### src/mfo_pkg.sv
`default_nettype none
package mfo_pkg;
  // Register byte offsets
  localparam logic [7:0] MFO_REG_FUNC0 = 8'h00;
  localparam logic [7:0] MFO_REG_FUNC1 = 8'h04;
  localparam logic [7:0] MFO_REG_FUNC2 = 8'h08;
  localparam logic [7:0] MFO_REG_LEVEL = 8'h0C;
  localparam logic [7:0] MFO_REG_WIDTH = 8'h10;
  localparam logic [7:0] MFO_REG_CTRL = 8'h14;
  localparam logic [7:0] MFO_REG_THRU = 8'h18;
  localparam logic [7:0] MFO_REG_STATUS = 8'h1C;
  localparam logic [7:0] MFO_REG_TQ_THR1 = 8'h20;
  localparam logic [7:0] MFO_REG_TQ_TIME1 = 8'h24;
  localparam logic [7:0] MFO_REG_TQ_THR2 = 8'h28;
  localparam logic [7:0] MFO_REG_TQ_TIME2 = 8'h2C;
  localparam logic [7:0] MFO_REG_TQ_MODE = 8'h30;
  localparam logic [7:0] MFO_REG_UV_LEVEL = 8'h34;

  // Reset values of the terminal function selections
  localparam logic [7:0] MFO_FUNC0_RST = 8'h0E;
  localparam logic [7:0] MFO_FUNC1_RST = 8'h00;
  localparam logic [7:0] MFO_FUNC2_RST = 8'h02;

  // Function codes
  localparam logic [7:0] MFO_FN_USER_AGREE = 8'h03;
  localparam logic [7:0] MFO_FN_FDET1 = 8'h04;
  localparam logic [7:0] MFO_FN_FDET2 = 8'h05;
  localparam logic [7:0] MFO_FN_READY = 8'h06;
  localparam logic [7:0] MFO_FN_UNDERVOLT = 8'h07;
  localparam logic [7:0] MFO_FN_BASEBLOCK = 8'h08;
  localparam logic [7:0] MFO_FN_REF_SRC = 8'h09;
  localparam logic [7:0] MFO_FN_RUN_SRC = 8'h0A;
  localparam logic [7:0] MFO_FN_TQ1_NO = 8'h0B;
  localparam logic [7:0] MFO_FN_REF_LOSS = 8'h0C;
  localparam logic [7:0] MFO_FN_BRAKE = 8'h0D;
  localparam logic [7:0] MFO_FN_FAULT = 8'h0E;
  localparam logic [7:0] MFO_FN_THROUGH = 8'h0F;
  localparam logic [7:0] MFO_FN_MINOR = 8'h10;
  localparam logic [7:0] MFO_FN_RESET = 8'h11;
  localparam logic [7:0] MFO_FN_TIMER = 8'h12;
  localparam logic [7:0] MFO_FN_TQ1_NC = 8'h17;
  localparam logic [7:0] MFO_FN_TQ2_NO = 8'h18;
  localparam logic [7:0] MFO_FN_TQ2_NC = 8'h19;
  localparam logic [7:0] MFO_FN_INV_BASE = 8'h64;
  localparam logic [7:0] MFO_FN_MAX = 8'hC0;

  // Field positions
  localparam int MFO_CTRL_BB_SEL = 0;
  localparam int MFO_CTRL_PM_LSB = 1;
  localparam logic [1:0] MFO_PM_SEL_A = 2'h0;
  localparam logic [1:0] MFO_PM_SEL_B = 2'h2;

  // Control cycle timing
  localparam int MFO_CLK_PERIOD_NS = 10;
  localparam int MFO_CTRL_PERIOD_NS = 1000;
  localparam int MFO_CTRL_DIV_CYCLES = MFO_CTRL_PERIOD_NS / MFO_CLK_PERIOD_NS;

  // Drive state words seen by the output logic
  typedef struct packed {
    logic signed [15:0] out_freq;
    logic signed [15:0] freq_ref;
    logic [15:0] dc_bus_volt;
    logic ctrl_supply_low;
    logic charge_fault;
    logic baseblock;
    logic powerup_init;
    logic program_mode;
    logic fault_any;
    logic cpu_fault_a;
    logic cpu_fault_b;
    logic freq_ref_local;
    logic run_cmd_local;
    logic ref_loss;
    logic braking_resistor_hot;
    logic brake_transistor_fault;
    logic minor_fault;
    logic reset_terminal;
    logic reset_serial;
    logic reset_option;
    logic timer_out;
    logic [15:0] torque_level;
  } mfo_drive_t;

  // Avalon-MM slave request
  typedef struct packed {
    logic [7:0] address;
    logic read;
    logic write;
    logic [31:0] writedata;
    logic [3:0] byteenable;
  } mfo_avs_req_t;

  typedef enum logic [1:0] {
    MFO_BUS_IDLE = 2'b01,
    MFO_BUS_ACK = 2'b10
  } mfo_bus_st_t;
endpackage
`default_nettype wire

### src/mfo_status_top.sv
`timescale 1ns/1ps
`default_nettype none

module mfo_torque_det #(
  parameter int W = 16
) (
  input wire logic mclk_i,
  input wire logic resetn_i,
  input wire logic tick_i,
  input wire logic under_i,
  input wire logic [W-1:0] level_i,
  input wire logic [W-1:0] thr_i,
  input wire logic [W-1:0] time_i,
  output logic det_o
);
  logic [W-1:0] cnt_ff;
  logic det_ff;
  wire beyond = under_i ? (level_i < thr_i) : (level_i > thr_i);
  wire cnt_max = &cnt_ff;
  wire [W-1:0] nxt_cnt = beyond ? (cnt_max ? cnt_ff : cnt_ff + 1'b1) : '0;
  wire nxt_det = beyond && (cnt_ff >= time_i);

  always_ff @(posedge mclk_i) begin
    if (!resetn_i) begin
      cnt_ff <= '0;
      det_ff <= 1'b0;
    end else if (tick_i) begin
      cnt_ff <= nxt_cnt;
      det_ff <= nxt_det;
    end
  end
  assign det_o = det_ff;

  chk_torque_needs_time: assert property (@(posedge mclk_i) disable iff (!resetn_i)
    $rose(det_ff) |-> $past(cnt_ff) >= $past(time_i))
    else $error("torque detect rose before the time elapsed");
endmodule // mfo_torque_det

module mfo_status_top #(
  parameter int CTRL_DIV = mfo_pkg::MFO_CTRL_DIV_CYCLES,
  parameter int NTERM = 3
) (
  input wire logic mclk_i,
  input wire logic resetn_i,
  input wire mfo_pkg::mfo_drive_t drive_i,
  input wire logic [7:0] avs_address_i,
  input wire logic avs_read_i,
  input wire logic avs_write_i,
  input wire logic [31:0] avs_writedata_i,
  input wire logic [3:0] avs_byteenable_i,
  output logic [31:0] avs_readdata_o,
  output logic avs_waitrequest_o,
  output logic [NTERM-1:0] term_o
);
  import mfo_pkg::*;

  function automatic logic [31:0] be_merge(input logic [31:0] old, input logic [31:0] wd,
                                           input logic [3:0] be);
    logic [31:0] r;
    r = old;
    for (int i = 0; i < 4; i++) begin
      if (be[i]) begin
        r[i*8 +: 8] = wd[i*8 +: 8];
      end
    end
    return r;
  endfunction

  mfo_avs_req_t req;
  assign req = '{avs_address_i, avs_read_i, avs_write_i, avs_writedata_i, avs_byteenable_i};

  // Bus slave: one wait state on every access keeps readdata registered
  mfo_bus_st_t bus_ff;
  logic [31:0] rdata_ff;
  wire bus_req = req.read | req.write;
  wire bus_done = (bus_ff == MFO_BUS_ACK);
  wire wr_en = req.write & bus_done;
  wire rd_load = req.read & ~bus_done;
  assign avs_waitrequest_o = bus_req & ~bus_done;
  assign avs_readdata_o = rdata_ff;

  always_ff @(posedge mclk_i) begin
    if (!resetn_i) begin
      bus_ff <= MFO_BUS_IDLE;
    end else begin
      unique case (bus_ff)
        MFO_BUS_IDLE: bus_ff <= bus_req ? MFO_BUS_ACK : MFO_BUS_IDLE;
        MFO_BUS_ACK: bus_ff <= MFO_BUS_IDLE;
        default: bus_ff <= MFO_BUS_IDLE;
      endcase
    end
  end

  // Configuration registers
  logic [7:0] func_ff [NTERM];
  logic [15:0] level_ff, width_ff, uv_level_ff;
  logic [15:0] tq_thr1_ff, tq_time1_ff, tq_thr2_ff, tq_time2_ff;
  logic [2:0] ctrl_ff;
  logic [1:0] tq_mode_ff;
  logic [NTERM-1:0] thru_ff;
  logic [31:0] avs_readdata_sel;
  wire [31:0] wmerge = be_merge(avs_readdata_sel, req.writedata, req.byteenable);

  always_ff @(posedge mclk_i) begin
    if (!resetn_i) begin
      func_ff[0] <= MFO_FUNC0_RST;
      func_ff[1] <= MFO_FUNC1_RST;
      func_ff[2] <= MFO_FUNC2_RST;
      level_ff <= 16'h0000;
      width_ff <= 16'h0000;
      uv_level_ff <= 16'h0000;
      tq_thr1_ff <= 16'h0000;
      tq_time1_ff <= 16'h0000;
      tq_thr2_ff <= 16'h0000;
      tq_time2_ff <= 16'h0000;
      ctrl_ff <= 3'h0;
      tq_mode_ff <= 2'h0;
      thru_ff <= '0;
    end else if (wr_en) begin
      unique case (req.address)
        MFO_REG_FUNC0: func_ff[0] <= (wmerge[7:0] > MFO_FN_MAX) ? func_ff[0] : wmerge[7:0];
        MFO_REG_FUNC1: func_ff[1] <= (wmerge[7:0] > MFO_FN_MAX) ? func_ff[1] : wmerge[7:0];
        MFO_REG_FUNC2: func_ff[2] <= (wmerge[7:0] > MFO_FN_MAX) ? func_ff[2] : wmerge[7:0];
        MFO_REG_LEVEL: level_ff <= wmerge[15:0];
        MFO_REG_WIDTH: width_ff <= wmerge[15:0];
        MFO_REG_CTRL: ctrl_ff <= wmerge[2:0];
        MFO_REG_THRU: thru_ff <= wmerge[NTERM-1:0];
        MFO_REG_TQ_THR1: tq_thr1_ff <= wmerge[15:0];
        MFO_REG_TQ_TIME1: tq_time1_ff <= wmerge[15:0];
        MFO_REG_TQ_THR2: tq_thr2_ff <= wmerge[15:0];
        MFO_REG_TQ_TIME2: tq_time2_ff <= wmerge[15:0];
        MFO_REG_TQ_MODE: tq_mode_ff <= wmerge[1:0];
        MFO_REG_UV_LEVEL: uv_level_ff <= wmerge[15:0];
        default: ;
      endcase
    end
  end

  // Control cycle divider
  logic [15:0] div_ff;
  wire tick = (div_ff == 16'(CTRL_DIV - 1));
  always_ff @(posedge mclk_i) begin
    if (!resetn_i) begin
      div_ff <= 16'h0000;
    end else begin
      div_ff <= tick ? 16'h0000 : div_ff + 16'h0001;
    end
  end

  // Frequency magnitudes so one level serves both directions
  wire [15:0] fout_mag = drive_i.out_freq[15] ? 16'(-drive_i.out_freq) : drive_i.out_freq;
  wire [15:0] fref_mag = drive_i.freq_ref[15] ? 16'(-drive_i.freq_ref) : drive_i.freq_ref;
  wire [16:0] lvl_hi = {1'b0, level_ff} + {1'b0, width_ff};
  wire [16:0] lvl_lo = (width_ff > level_ff) ? 17'h0_0000 : {1'b0, level_ff} - {1'b0, width_ff};
  wire fout_in = ({1'b0, fout_mag} >= lvl_lo) && ({1'b0, fout_mag} <= lvl_hi);
  wire fref_in = ({1'b0, fref_mag} >= lvl_lo) && ({1'b0, fref_mag} <= lvl_hi);
  wire agree = fout_in & fref_in;

  // Hysteresis states; terminals take the next state so they move on the same tick
  logic fdet1_open_ff, fdet2_closed_ff;
  wire nxt_fdet1_open = ({1'b0, fout_mag} > lvl_hi) ? 1'b1 :
                        (fout_mag < level_ff) ? 1'b0 : fdet1_open_ff;
  wire nxt_fdet2_closed = (fout_mag >= level_ff) ? 1'b1 :
                          ({1'b0, fout_mag} < lvl_lo) ? 1'b0 : fdet2_closed_ff;
  always_ff @(posedge mclk_i) begin
    if (!resetn_i) begin
      fdet1_open_ff <= 1'b0;
      fdet2_closed_ff <= 1'b0;
    end else if (tick) begin
      fdet1_open_ff <= nxt_fdet1_open;
      fdet2_closed_ff <= nxt_fdet2_closed;
    end
  end

  // Detection is masked in baseblock unless always enabled
  wire bb_force = drive_i.baseblock & ~ctrl_ff[MFO_CTRL_BB_SEL];
  wire [1:0] pm_sel = ctrl_ff[MFO_CTRL_PM_LSB +: 2];
  wire pm_block = drive_i.program_mode & ((pm_sel == MFO_PM_SEL_A) | (pm_sel == MFO_PM_SEL_B));
  wire ready = ~drive_i.powerup_init & ~drive_i.fault_any & ~pm_block;
  wire undervolt = (drive_i.dc_bus_volt < uv_level_ff) | drive_i.ctrl_supply_low |
                   drive_i.charge_fault;
  wire cpu_fault = drive_i.cpu_fault_a | drive_i.cpu_fault_b;
  wire fault_out = drive_i.fault_any & ~cpu_fault;
  wire reset_try = drive_i.reset_terminal | drive_i.reset_serial | drive_i.reset_option;
  wire brake_bad = drive_i.braking_resistor_hot | drive_i.brake_transistor_fault;

  logic tq1_det, tq2_det;
  mfo_torque_det #(.W(16)) u_tq1 (
    .mclk_i(mclk_i),
    .resetn_i(resetn_i),
    .tick_i(tick),
    .under_i(tq_mode_ff[0]),
    .level_i(drive_i.torque_level),
    .thr_i(tq_thr1_ff),
    .time_i(tq_time1_ff),
    .det_o(tq1_det)
  );
  mfo_torque_det #(.W(16)) u_tq2 (
    .mclk_i(mclk_i),
    .resetn_i(resetn_i),
    .tick_i(tick),
    .under_i(tq_mode_ff[1]),
    .level_i(drive_i.torque_level),
    .thr_i(tq_thr2_ff),
    .time_i(tq_time2_ff),
    .det_o(tq2_det)
  );

  // Per-terminal selection; unsupported codes leave the contact open, their inverted codes (from MFO_FN_INV_BASE up) close it
  logic [NTERM-1:0] term_ff;
  logic [NTERM-1:0] nxt_term;
  genvar g;
  generate
    for (g = 0; g < NTERM; g++) begin : g_term
      wire inv = func_ff[g] >= MFO_FN_INV_BASE;
      wire [7:0] base = inv ? func_ff[g] - MFO_FN_INV_BASE : func_ff[g];
      wire cond =
        (base == MFO_FN_USER_AGREE) ? agree & ~bb_force :
        (base == MFO_FN_FDET1) ? ~nxt_fdet1_open & ~bb_force :
        (base == MFO_FN_FDET2) ? nxt_fdet2_closed & ~bb_force :
        (base == MFO_FN_READY) ? ready :
        (base == MFO_FN_UNDERVOLT) ? undervolt :
        (base == MFO_FN_BASEBLOCK) ? drive_i.baseblock :
        (base == MFO_FN_REF_SRC) ? drive_i.freq_ref_local :
        (base == MFO_FN_RUN_SRC) ? drive_i.run_cmd_local :
        (base == MFO_FN_TQ1_NO) ? tq1_det :
        (base == MFO_FN_TQ1_NC) ? ~tq1_det :
        (base == MFO_FN_TQ2_NO) ? tq2_det :
        (base == MFO_FN_TQ2_NC) ? ~tq2_det :
        (base == MFO_FN_REF_LOSS) ? drive_i.ref_loss :
        (base == MFO_FN_BRAKE) ? brake_bad :
        (base == MFO_FN_FAULT) ? fault_out :
        (base == MFO_FN_THROUGH) ? thru_ff[g] :
        (base == MFO_FN_MINOR) ? drive_i.minor_fault :
        (base == MFO_FN_RESET) ? reset_try :
        (base == MFO_FN_TIMER) ? drive_i.timer_out : 1'b0;
      assign nxt_term[g] = cond ^ inv;
    end
  endgenerate

  // Holding between ticks keeps the contacts glitch free
  always_ff @(posedge mclk_i) begin
    if (!resetn_i) begin
      term_ff <= '0;
    end else if (tick) begin
      term_ff <= nxt_term;
    end
  end
  assign term_o = term_ff;

  // Read path
  wire [31:0] status_w = {25'h000_0000, tq2_det, tq1_det, fdet2_closed_ff, fdet1_open_ff,
                          term_ff};
  assign avs_readdata_sel =
    (req.address == MFO_REG_FUNC0) ? {24'h00_0000, func_ff[0]} :
    (req.address == MFO_REG_FUNC1) ? {24'h00_0000, func_ff[1]} :
    (req.address == MFO_REG_FUNC2) ? {24'h00_0000, func_ff[2]} :
    (req.address == MFO_REG_LEVEL) ? {16'h0000, level_ff} :
    (req.address == MFO_REG_WIDTH) ? {16'h0000, width_ff} :
    (req.address == MFO_REG_CTRL) ? {29'h0000_0000, ctrl_ff} :
    (req.address == MFO_REG_THRU) ? {29'h0000_0000, thru_ff} :
    (req.address == MFO_REG_STATUS) ? status_w :
    (req.address == MFO_REG_TQ_THR1) ? {16'h0000, tq_thr1_ff} :
    (req.address == MFO_REG_TQ_TIME1) ? {16'h0000, tq_time1_ff} :
    (req.address == MFO_REG_TQ_THR2) ? {16'h0000, tq_thr2_ff} :
    (req.address == MFO_REG_TQ_TIME2) ? {16'h0000, tq_time2_ff} :
    (req.address == MFO_REG_TQ_MODE) ? {30'h0000_0000, tq_mode_ff} :
    (req.address == MFO_REG_UV_LEVEL) ? {16'h0000, uv_level_ff} : 32'h0000_0000;

  always_ff @(posedge mclk_i) begin
    if (!resetn_i) begin
      rdata_ff <= 32'h0000_0000;
    end else if (rd_load) begin
      rdata_ff <= avs_readdata_sel;
    end
  end

  // Checks on terminal 0, plus the terminal hold and bus wait state checks
  wire [7:0] f0 = func_ff[0];
  chk_agree_close: assert property (@(posedge mclk_i) disable iff (!resetn_i)
    tick && f0 == MFO_FN_USER_AGREE && agree && !bb_force |=> term_o[0])
    else $error("agreement did not close terminal");
  chk_fdet1_open: assert property (@(posedge mclk_i) disable iff (!resetn_i)
    tick && f0 == MFO_FN_FDET1 && ({1'b0, fout_mag} > lvl_hi) |=> !term_o[0])
    else $error("frequency detect 1 failed to open");
  chk_bb_mask: assert property (@(posedge mclk_i) disable iff (!resetn_i)
    tick && bb_force && (f0 == MFO_FN_USER_AGREE || f0 == MFO_FN_FDET1 ||
    f0 == MFO_FN_FDET2) |=> !term_o[0])
    else $error("detection not masked in baseblock");
  chk_fdet2_close: assert property (@(posedge mclk_i) disable iff (!resetn_i)
    tick && f0 == MFO_FN_FDET2 && !bb_force && fout_mag >= level_ff |=> term_o[0])
    else $error("frequency detect 2 failed to close");
  chk_ready_fault: assert property (@(posedge mclk_i) disable iff (!resetn_i)
    tick && f0 == MFO_FN_READY && drive_i.fault_any |=> !term_o[0])
    else $error("ready closed during fault");
  chk_uv_charge: assert property (@(posedge mclk_i) disable iff (!resetn_i)
    tick && f0 == MFO_FN_UNDERVOLT && drive_i.charge_fault |=> term_o[0])
    else $error("charge fault did not close undervoltage output");
  chk_fault_cpu: assert property (@(posedge mclk_i) disable iff (!resetn_i)
    tick && f0 == MFO_FN_FAULT && cpu_fault |=> !term_o[0])
    else $error("cpu fault drove fault output");
  chk_inverted_bb: assert property (@(posedge mclk_i) disable iff (!resetn_i)
    tick && f0 == (MFO_FN_INV_BASE + MFO_FN_BASEBLOCK) |=> term_o[0] == !$past(drive_i.baseblock))
    else $error("inverted baseblock output wrong");
  chk_term_hold: assert property (@(posedge mclk_i) disable iff (!resetn_i)
    !tick |=> $stable(term_o))
    else $error("terminal changed between control ticks");
  chk_bus_wait: assert property (@(posedge mclk_i) disable iff (!resetn_i)
    $rose(bus_req) |-> avs_waitrequest_o ##1 !avs_waitrequest_o)
    else $error("bus answer not after one wait state");
  // Each status code checked here reaches terminal 0 one clock after the tick on which its condition is seen
  chk_uv_below: assert property (@(posedge mclk_i) disable iff (!resetn_i)
    tick && f0 == MFO_FN_UNDERVOLT && drive_i.dc_bus_volt < uv_level_ff |=> term_o[0])
    else $error("low bus voltage did not close undervoltage output");
  chk_bb_follow: assert property (@(posedge mclk_i) disable iff (!resetn_i)
    tick && f0 == MFO_FN_BASEBLOCK |=> term_o[0] == $past(drive_i.baseblock))
    else $error("baseblock output did not follow baseblock");
  chk_ref_local: assert property (@(posedge mclk_i) disable iff (!resetn_i)
    tick && f0 == MFO_FN_REF_SRC |=> term_o[0] == $past(drive_i.freq_ref_local))
    else $error("reference source output wrong");
  chk_run_local: assert property (@(posedge mclk_i) disable iff (!resetn_i)
    tick && f0 == MFO_FN_RUN_SRC |=> term_o[0] == $past(drive_i.run_cmd_local))
    else $error("run source output wrong");
  chk_tq1_follow: assert property (@(posedge mclk_i) disable iff (!resetn_i)
    tick && f0 == MFO_FN_TQ1_NO |=> term_o[0] == $past(tq1_det))
    else $error("torque channel 1 output wrong");
  chk_tq2_follow: assert property (@(posedge mclk_i) disable iff (!resetn_i)
    tick && f0 == MFO_FN_TQ2_NO |=> term_o[0] == $past(tq2_det))
    else $error("torque channel 2 output wrong");
  chk_loss_close: assert property (@(posedge mclk_i) disable iff (!resetn_i)
    tick && f0 == MFO_FN_REF_LOSS |=> term_o[0] == $past(drive_i.ref_loss))
    else $error("reference loss output wrong");
  chk_brake_close: assert property (@(posedge mclk_i) disable iff (!resetn_i)
    tick && f0 == MFO_FN_BRAKE &&
    (drive_i.braking_resistor_hot || drive_i.brake_transistor_fault) |=> term_o[0])
    else $error("braking fault did not close output");
  chk_fault_close: assert property (@(posedge mclk_i) disable iff (!resetn_i)
    tick && f0 == MFO_FN_FAULT && drive_i.fault_any && !drive_i.cpu_fault_a &&
    !drive_i.cpu_fault_b |=> term_o[0])
    else $error("fault did not close fault output");
  chk_thru_follow: assert property (@(posedge mclk_i) disable iff (!resetn_i)
    tick && f0 == MFO_FN_THROUGH |=> term_o[0] == $past(thru_ff[0]))
    else $error("through output did not follow written value");
  chk_minor_close: assert property (@(posedge mclk_i) disable iff (!resetn_i)
    tick && f0 == MFO_FN_MINOR |=> term_o[0] == $past(drive_i.minor_fault))
    else $error("minor fault output wrong");
  chk_reset_close: assert property (@(posedge mclk_i) disable iff (!resetn_i)
    tick && f0 == MFO_FN_RESET && (drive_i.reset_terminal || drive_i.reset_serial ||
    drive_i.reset_option) |=> term_o[0])
    else $error("reset attempt did not close output");
  chk_timer_follow: assert property (@(posedge mclk_i) disable iff (!resetn_i)
    tick && f0 == MFO_FN_TIMER |=> term_o[0] == $past(drive_i.timer_out))
    else $error("timer output did not follow timer");
endmodule // mfo_status_top
`default_nettype wire

### config.mk
export PLATFORM = sky130hd
export DESIGN_NAME = mfo_status_top
export DESIGN_NICKNAME = d
export VERILOG_FILES = /design/src/mfo_pkg.sv /design/src/mfo_status_top.sv
export SDC_FILE = /design/constraint.sdc
export NUM_CORES = 1
export LEC_CHECK = 0
export ABC_CLOCK_PERIOD_IN_PS = 6700
export BUFFER_PORTS_ARGS = -buffer_cell sky130_fd_sc_hd__clkbuf_2
export CAP_MARGIN = 20
export CELL_PAD_IN_SITES_DETAIL_PLACEMENT = 2
export CELL_PAD_IN_SITES_GLOBAL_PLACEMENT = 2
export CORE_MARGIN = 3
export CORE_UTILIZATION = 30
export CTS_BUF_LIST = sky130_fd_sc_hd__clkbuf_8 sky130_fd_sc_hd__clkbuf_16
export DETAILED_ROUTE_END_ITERATION = 12
export PLACE_DENSITY = 0.77
export SLEW_MARGIN = 15
export SYNTH_ARGS = -nofsm -noshare
export SYNTH_HDL_FRONTEND = slang
export SYNTH_SLANG_ARGS = --single-unit
### constraint.sdc
create_clock -name mclk_i -period 6.7 [get_ports mclk_i]
set_input_delay 0 -clock mclk_i [delete_from_list [all_inputs] [get_ports mclk_i]]
set_output_delay 0 -clock mclk_i [all_outputs]
set_load 0.01 [all_outputs]
== Word-level counts from Yosys, hierarchy flattened ==
Memories as Yosys holds them, arrays and structs flattened.
Index checks and enable logic that the tools add are counted.

* Flip-flop bits (word level): 209
* Bits in latches: 0
* Memory bits (writable): 24
* ROM bits: 0
* Output and inout port bits: 36
* Logic and storage cells: 295
* Memories kept: 1

{| class="wikitable"
|+ Memories
! name !! depth !! width !! read ports !! clocked after Yosys merged registers in !! wr ports !! line !! RTL
|-
| func_ff || 3 || 8 || 3 || 0 || 3 || mfo_status_top.sv:95 || <nowiki>logic [7:0] func_ff [NTERM];</nowiki>
|}

* Add/subtract/negate cells: 10
* $mul: 0
* Divide/modulo/power cells: 0
* $lt $le $gt $ge: 20
* Equality and inequality tests: 76
* Shift-type cells: 0
* Muxes and demuxes: 109
* Bitwise operators: 37
* Reductions and logical operators: 22

{| class="wikitable"
|+ Operators with widths
! kind !! count
|-
| 2-to-1 mux 16 bit || 20
|-
| == test 8 x 4 -> 1 bit (second input constant) || 26
|-
| == test 8 x 5 -> 1 bit (second input constant) || 22
|-
| == test 8 x 3 -> 1 bit (second input constant) || 13
|-
| 2-to-1 mux 8 bit || 11
|-
| 2-to-1 mux 1 bit || 76
|-
| < comparator 16 bit || 4
|-
| adder 16 x 1 -> 16 bit (second input constant) || 3
|-
| == test 8 x 6 -> 1 bit (second input constant) || 6
|-
| >= comparator 16 bit || 3
|-
| > comparator 16 bit || 3
|-
| >= comparator 16 x 17 -> 1 bit || 2
|-
| less-or-equal comparator 16 x 17 -> 1 bit || 2
|-
| negator 16 bit || 2
|-
| AND reduction 16 bit || 2
|-
| AND reduction 2 bit || 13
|-
| == test 8 x 2 -> 1 bit (second input constant) || 3
|-
| >= comparator 8 x 7 -> 1 bit (second input constant) || 3
|-
| subtractor 8 x 7 -> 8 bit (second input constant) || 3
|-
| adder 16 x 16 -> 17 bit || 1
|-
| > comparator 16 x 17 -> 1 bit || 1
|-
| < comparator 16 x 17 -> 1 bit || 1
|-
| 2-to-1 mux 17 bit || 1
|-
| subtractor 16 x 16 -> 17 bit || 1
|-
| other kinds (14) || 52
|}

== Logic depth before layout (Yosys ltp) ==
An unclocked memory read counts as a cell.

* Depth after elaboration: 24
* Depth in mapped cells: 23
* Depth with buffers taken out: 23

== Modules after synthesis ==
A second synthesis with hierarchy kept.

* Cell total of the unflattened synthesis: 2,302
* Area, all modules: 18,124.9 um^2

{| class="wikitable"
|+ Modules (own cells, without submodules)
! module !! times used !! cells each !! area each (um^2)
|-
| mfo_status_top || 1 || 1,862 || 14,461.4
|-
| mfo_torque_det || 2 || 220 || 1,831.8
|}

== Least setup slack after synthesis ==
OpenSTA, ideal clock, no wires.

* Path kind: reg-to-reg
* Start: register width_ff[7]
* End: register term_ff[0] (netlist: term_o[0])
* Library setup time: 127 ps
* Arrival time: 4,524 ps
* Data required time: 6,573 ps
* Path slack: 2,049 ps
* Stages on the path, launching flop included: 23
* Buffers on the path: 2
* Clock period less this slack: 4,651 ps
* Cell sequence: dfxtp_1 -> inv_1 -> ha_1 -> clkbuf_1 -> nand2_1 -> nor3_1 -> o41ai_2 -> a41oi_1 -> o21ai_0 -> nand2b_1 -> a21o_1 -> clkbuf_1 -> nand2_1 -> ha_1 -> o2111ai_1 -> a311oi_1 -> o31ai_1 -> a211o_1 -> a221o_1 -> o31a_1 -> or3b_2 -> nand4_1 -> o211ai_1

* Cells in the longest elaborated chain, start to end: 10

{| class="wikitable"
|+ Ends and longest elaborated chain
! what !! line !! RTL
|-
| start: declaration || mfo_status_top.sv:96 || <nowiki>logic [15:0] level_ff, width_ff, uv_level_ff;</nowiki>
|-
| start signal: assignment || mfo_status_top.sv:125 || <nowiki>MFO_REG_WIDTH: width_ff <= wmerge[15:0];</nowiki>
|-
| subtractor 16 x 16 -> 17 bit / > comparator 16 bit (equally long branches) || mfo_status_top.sv:154 || <nowiki>wire [16:0] lvl_lo = (width_ff > level_ff) ? 17'h0_0000 : {1'b0, level_ff} - {1'b0, width_ff};</nowiki>
|-
| 2-to-1 mux 17 bit || mfo_status_top.sv:154 ||
|-
| < comparator 16 x 17 -> 1 bit || mfo_status_top.sv:164 || <nowiki>({1'b0, fout_mag} < lvl_lo) ? 1'b0 : fdet2_closed_ff;</nowiki>
|-
| 2-to-1 mux 1 bit || mfo_status_top.sv:164 ||
|-
| 2-to-1 mux 1 bit || mfo_status_top.sv:163 || <nowiki>wire nxt_fdet2_closed = (fout_mag >= level_ff) ? 1'b1 :</nowiki>
|-
| AND 1 bit || mfo_status_top.sv:220 || <nowiki>(base == MFO_FN_FDET2) ? nxt_fdet2_closed & ~bb_force :</nowiki>
|-
| 2-to-1 mux 1 bit || mfo_status_top.sv:220 ||
|-
| 2-to-1 mux 1 bit || mfo_status_top.sv:219 || <nowiki>(base == MFO_FN_FDET1) ? ~nxt_fdet1_open & ~bb_force :</nowiki>
|-
| 2-to-1 mux 1 bit * || mfo_status_top.sv:218 || <nowiki>(base == MFO_FN_USER_AGREE) ? agree & ~bb_force :</nowiki>
|-
| bitwise XOR 1 bit * || mfo_status_top.sv:237 || <nowiki>assign nxt_term[g] = cond ^ inv;</nowiki>
|-
| end signal: assignment || mfo_status_top.sv:246 || <nowiki>term_ff <= nxt_term;</nowiki>
|-
| end: declaration || mfo_status_top.sv:210 || <nowiki>logic [NTERM-1:0] term_ff;</nowiki>
|}

Mark *: on every way between the ends. The rest lies on a longest branch, timed or not.
A chain may end at the register's enable or synchronous reset.

== Worst setup path in the final report ==
* Start: register width_ff[1]
* End: register term_ff[2] (netlist: term_o[2])

The elaborated chain is that of the path after synthesis.

==> metrics.md <==
| Metric | Value |
|---|---|
| Fin Clk Skew | 14.4 ps |
| Worst slack, placed | 804 ps |
| H-tree depth | 1 |
| Final setup TNS | 0 ps |
| Hold path depth | 5 |
| CTS buffer count | 28 |
| Final WS setup | 747 ps |
| RSZ-0062 raised after global routing | no |
| Yosys top cell area share | 22.1% |
| Largest net degree at the start of global routing | about 100 |
| Cell taking the most area after synthesis | dfxtp_1 |
| Placeable Area | 0.0569 mm2 |
| Highest clock rate | 168 MHz |
| GR Util met3 | 2.30% |
| Fin. Hold Viols | 0 |
| Data required, critical path | 7140 ps |
| Tmin final | 5950 ps |
| Final Net Count | 2677 |
| Post-synthesis cell count | 2246 |
| Worst Path Max Fanout | 5 |
| Worst VDD drop | 0.000162 V |
| Busiest grt layer | met2 |
| Sequential share of the synthesized area | a little over a quarter |
| R2R depth | 22 |
| Slew Limit Fails | 0 |
| Clock buffer depth | 3 |
| Power Density | 174 mW/mm2 |
| Rows | 87 |
| Layout cell share with drive strength beyond 1 | between 10 and 15% |
| Top post-synthesis cells by area | dfxtp_1, ha_1, nand2_1 |
| Main synth FF type | dfxtp_1 |
| Layout fillers | 6599 |
| Library cells used by synthesis | 79 |
| Worst-Margin Slew | 1160 ps |
| Post-Syn Area | 0.0175 mm2 |
| Final setup viols | 0 |
| Leak | between 7 and 8 nW |
| Final WL | 74300 um |
| CTS root buf | clkbuf_16 |
| Worst R2R End | term_o[2] |
| Die height | 247 um |
| PostCTS Resize Cnt | 0 |
| Reg2reg start | width_ff[1] |
| Hold_sp | avs_writedata_i[13] |
| Die ar. | 0.0611 mm2 |
| Number of port buffers | between 100 and 150 |
| Commonest cells in the netlist | nand2_1, ha_1, dfxtp_1 |
| Max-cap violations | 0 |
| Num Clock Sinks | between 200 and 250 |
| Wirelength per Cell | 23.8 um |
| Vias/cell | around 5.6 |
| Status | finished, final reports clean |
| Top-Level Pins | about 170 |
| Antenna-violating nets left | 0 |
| Drt drc | 0 |
| Final worst-path cycle share | 88.8% |
| Syn-to-layout area delta | 14.1% |
| Synth warn | 0 |
| Worst R2R Setup Slack | approximately 750 ps |
| Hold Path End | tq_time1_ff[13] |
| Top-count cell post-synth | nand2_1 |
| GRT met2 Usage | 43.7% |
| GR Overflow Total | 0 |
| Post-Synth Adder-Cell Area | 14.7% |
| GRT Overall Usage | 23.8% |
| First-pass GRT wire length | 114000 um |
| Post-synthesis mux area share | 1.79% |
| Fraction of registers with async set/reset | 0% |
| Setup crit end kind | flop |
| Worst Path Arrival | 6390 ps |
| Post-synth EDFFs | 24 |
| Hold WC Path Type | in2reg |
| Via count | 17600 |
| Post-synthesis compound-gate area fraction | 23.0% |
| Synth Area in Simple Gates | 24.0% |
| Worst-path clk slew | 60 ps |
| Synth Area per Inst | 7.77 um2 |
| Die W | around 250 um |
| Synth Area in XOR/XNOR | under 10% |
| Number of global-route vias before repair | 19300 |
| HPWL after detailed placement | 58600 um |
| Global Route met1 Usage | 29.3% |
| Later-pin clock latency in the skew report | 570 ps |
| #FFs+latches synth | 217 |
| Initial core utilization | 30.7% |
| Drt pass-1 iters | 6 |
| Main combinational cell family by area after synthesis | simple AND/OR/NAND/NOR gates |
| Kind of critical path | reg2reg |
| Placer Congestion | 0.902 |
| Worst relative slew slack | 21.7% |
| Worst Setup Start Kind | flop |
| CTS tree | done |
| Detailed router's first-iteration violation count | 903 |
| Initial antenna violation count | 1 |
[through the flow]
| stage | power [mW] | hold slack, ps | area [um2] | instances | utilization (%) |
|---|---|---|---|---|---|
| finish | 3.46 | 34.4 | 19900 | 3121 | 35.0 |
| global route | 3.58 | 23.5 | 19900 | 3120 | 35.0 |
| CTS | 3.48 | 2.38 | 19900 | 3117 | 34.9 |
| detailed placement | 1.84 | 309 | 18800 | 3059 | 33.0 |
| global placement | 1.81 | 287 | 18800 | 3056 | 33.0 |
| floorplan | 1.65 | 180 | 17500 | 2261 | - |
[what timing repair did]
item,CTS,global route
hold buffers,7,0
hold endpoints to repair,15,0
setup endpoints to repair,0,0
buffers inserted,0,0
[metal layers]
layer	vias up	part of all wire, %
li1	8249	-
met1	8914	43
met2	343	50
met3	116	3.5
met4	0	3.0
met5	-	0
[critical path, stage by stage (launching register included)]
cell and delay (ps):
dfxtp_1 470, inv_1 130, ha_1 290, nand2b_1 140, a21oi_1 240, o21bai_1 110, a21oi_1 200, nor4_1 90
o41ai_1 710, a311oi_1 280, o21bai_1 200, a21oi_1 110, xnor2_1 180, ha_1 230, or3_1 380, a221oi_1 270
a31oi_1 150, nand3b_1 190, o311a_1 190, nor3_1 480, a22oi_1 200, and4_1 230, or3_1 350
[flip-flops by register name, indices dropped and copies added, names as in the netlist, 2 cells and up]
name,cells
avs_readdata_o,16
bus_ff,2
ctrl_ff,3
div_ff,16
func_ff,24
level_ff,16
term_o,3
thru_ff,3
tq_mode_ff,2
tq_thr1_ff,16
tq_thr2_ff,16
tq_time1_ff,16
tq_time2_ff,16
u_tq1.cnt_ff,16
u_tq2.cnt_ff,16
uv_level_ff,16
width_ff,16
[where the power goes]
| group | internal, mW | leakage [nW] | total, mW | switching, mW |
|---|---|---|---|---|
| combinational | 0.178 | 5.36 | 0.478 | 0.299 |
| clock | 1.00 | 0.505 | 1.64 | 0.633 |
| sequential | 1.32 | 1.79 | 1.34 | 0.0186 |
| total | 2.51 | 7.66 | 3.46 | 0.951 |
[cell usage in the layout (no fill, tap or decap), types with 24 or more instances in the layout]
master and n:
a21oi_1 105, a21boi_0 86, edfxtp_1 24, nor2b_1 32
ha_1 202, o211a_1 34, clkbuf_16 28, o21ai_0 110
nor2_1 155, nand2_1 344, nand4_1 47, and2_1 27
nand3_1 58, dfxtp_1 193, nor3_1 48, xnor2_1 66
clkbuf_2 131, inv_1 168, a22oi_1 31
[cell families after synthesis]
logic type,count (synthesis)
flip-flops,217
adder cells (fa/ha/maj),204
buffers and inverters,272
XOR/XNOR,78
AND/OR/NAND/NOR,868
AO/OA/AOI/OAI,582
multiplexers,24
other,1
[area by class of cell]
type | count | area (um2) | area share [%]
diodes | 1 | 2.50 | 0.0126
clock buffers | 36 | 811 | 4.07
clock inverters | 15 | 189 | 0.949
inverters | 163 | 612 | 3.07
multi-input cells | 1772 | 11900 | 59.6
flip-flops and latches | 217 | 4580 | 23.0
well taps | 756 | 946 | 4.75
repair buffers | 161 | 902 | 4.53
[how the worst max path moves through the flow]
stage | startpoint | to | slack, ps | cells past startpoint
final | width_ff[1] | term_o[2] | 750 | 22
after global routing | width_ff[1] | term_o[2] | 270 | 22
after CTS | width_ff[1] | term_o[2] | 790 | 22
after detailed placement | width_ff[1] | term_o[2] | 800 | 22
after global placement | width_ff[5] | term_o[2] | 980 | 20
after floorplan | width_ff[7] | term_o[0] | 2050 | 22
No activity file was read; power rests on OpenSTA's default activity.
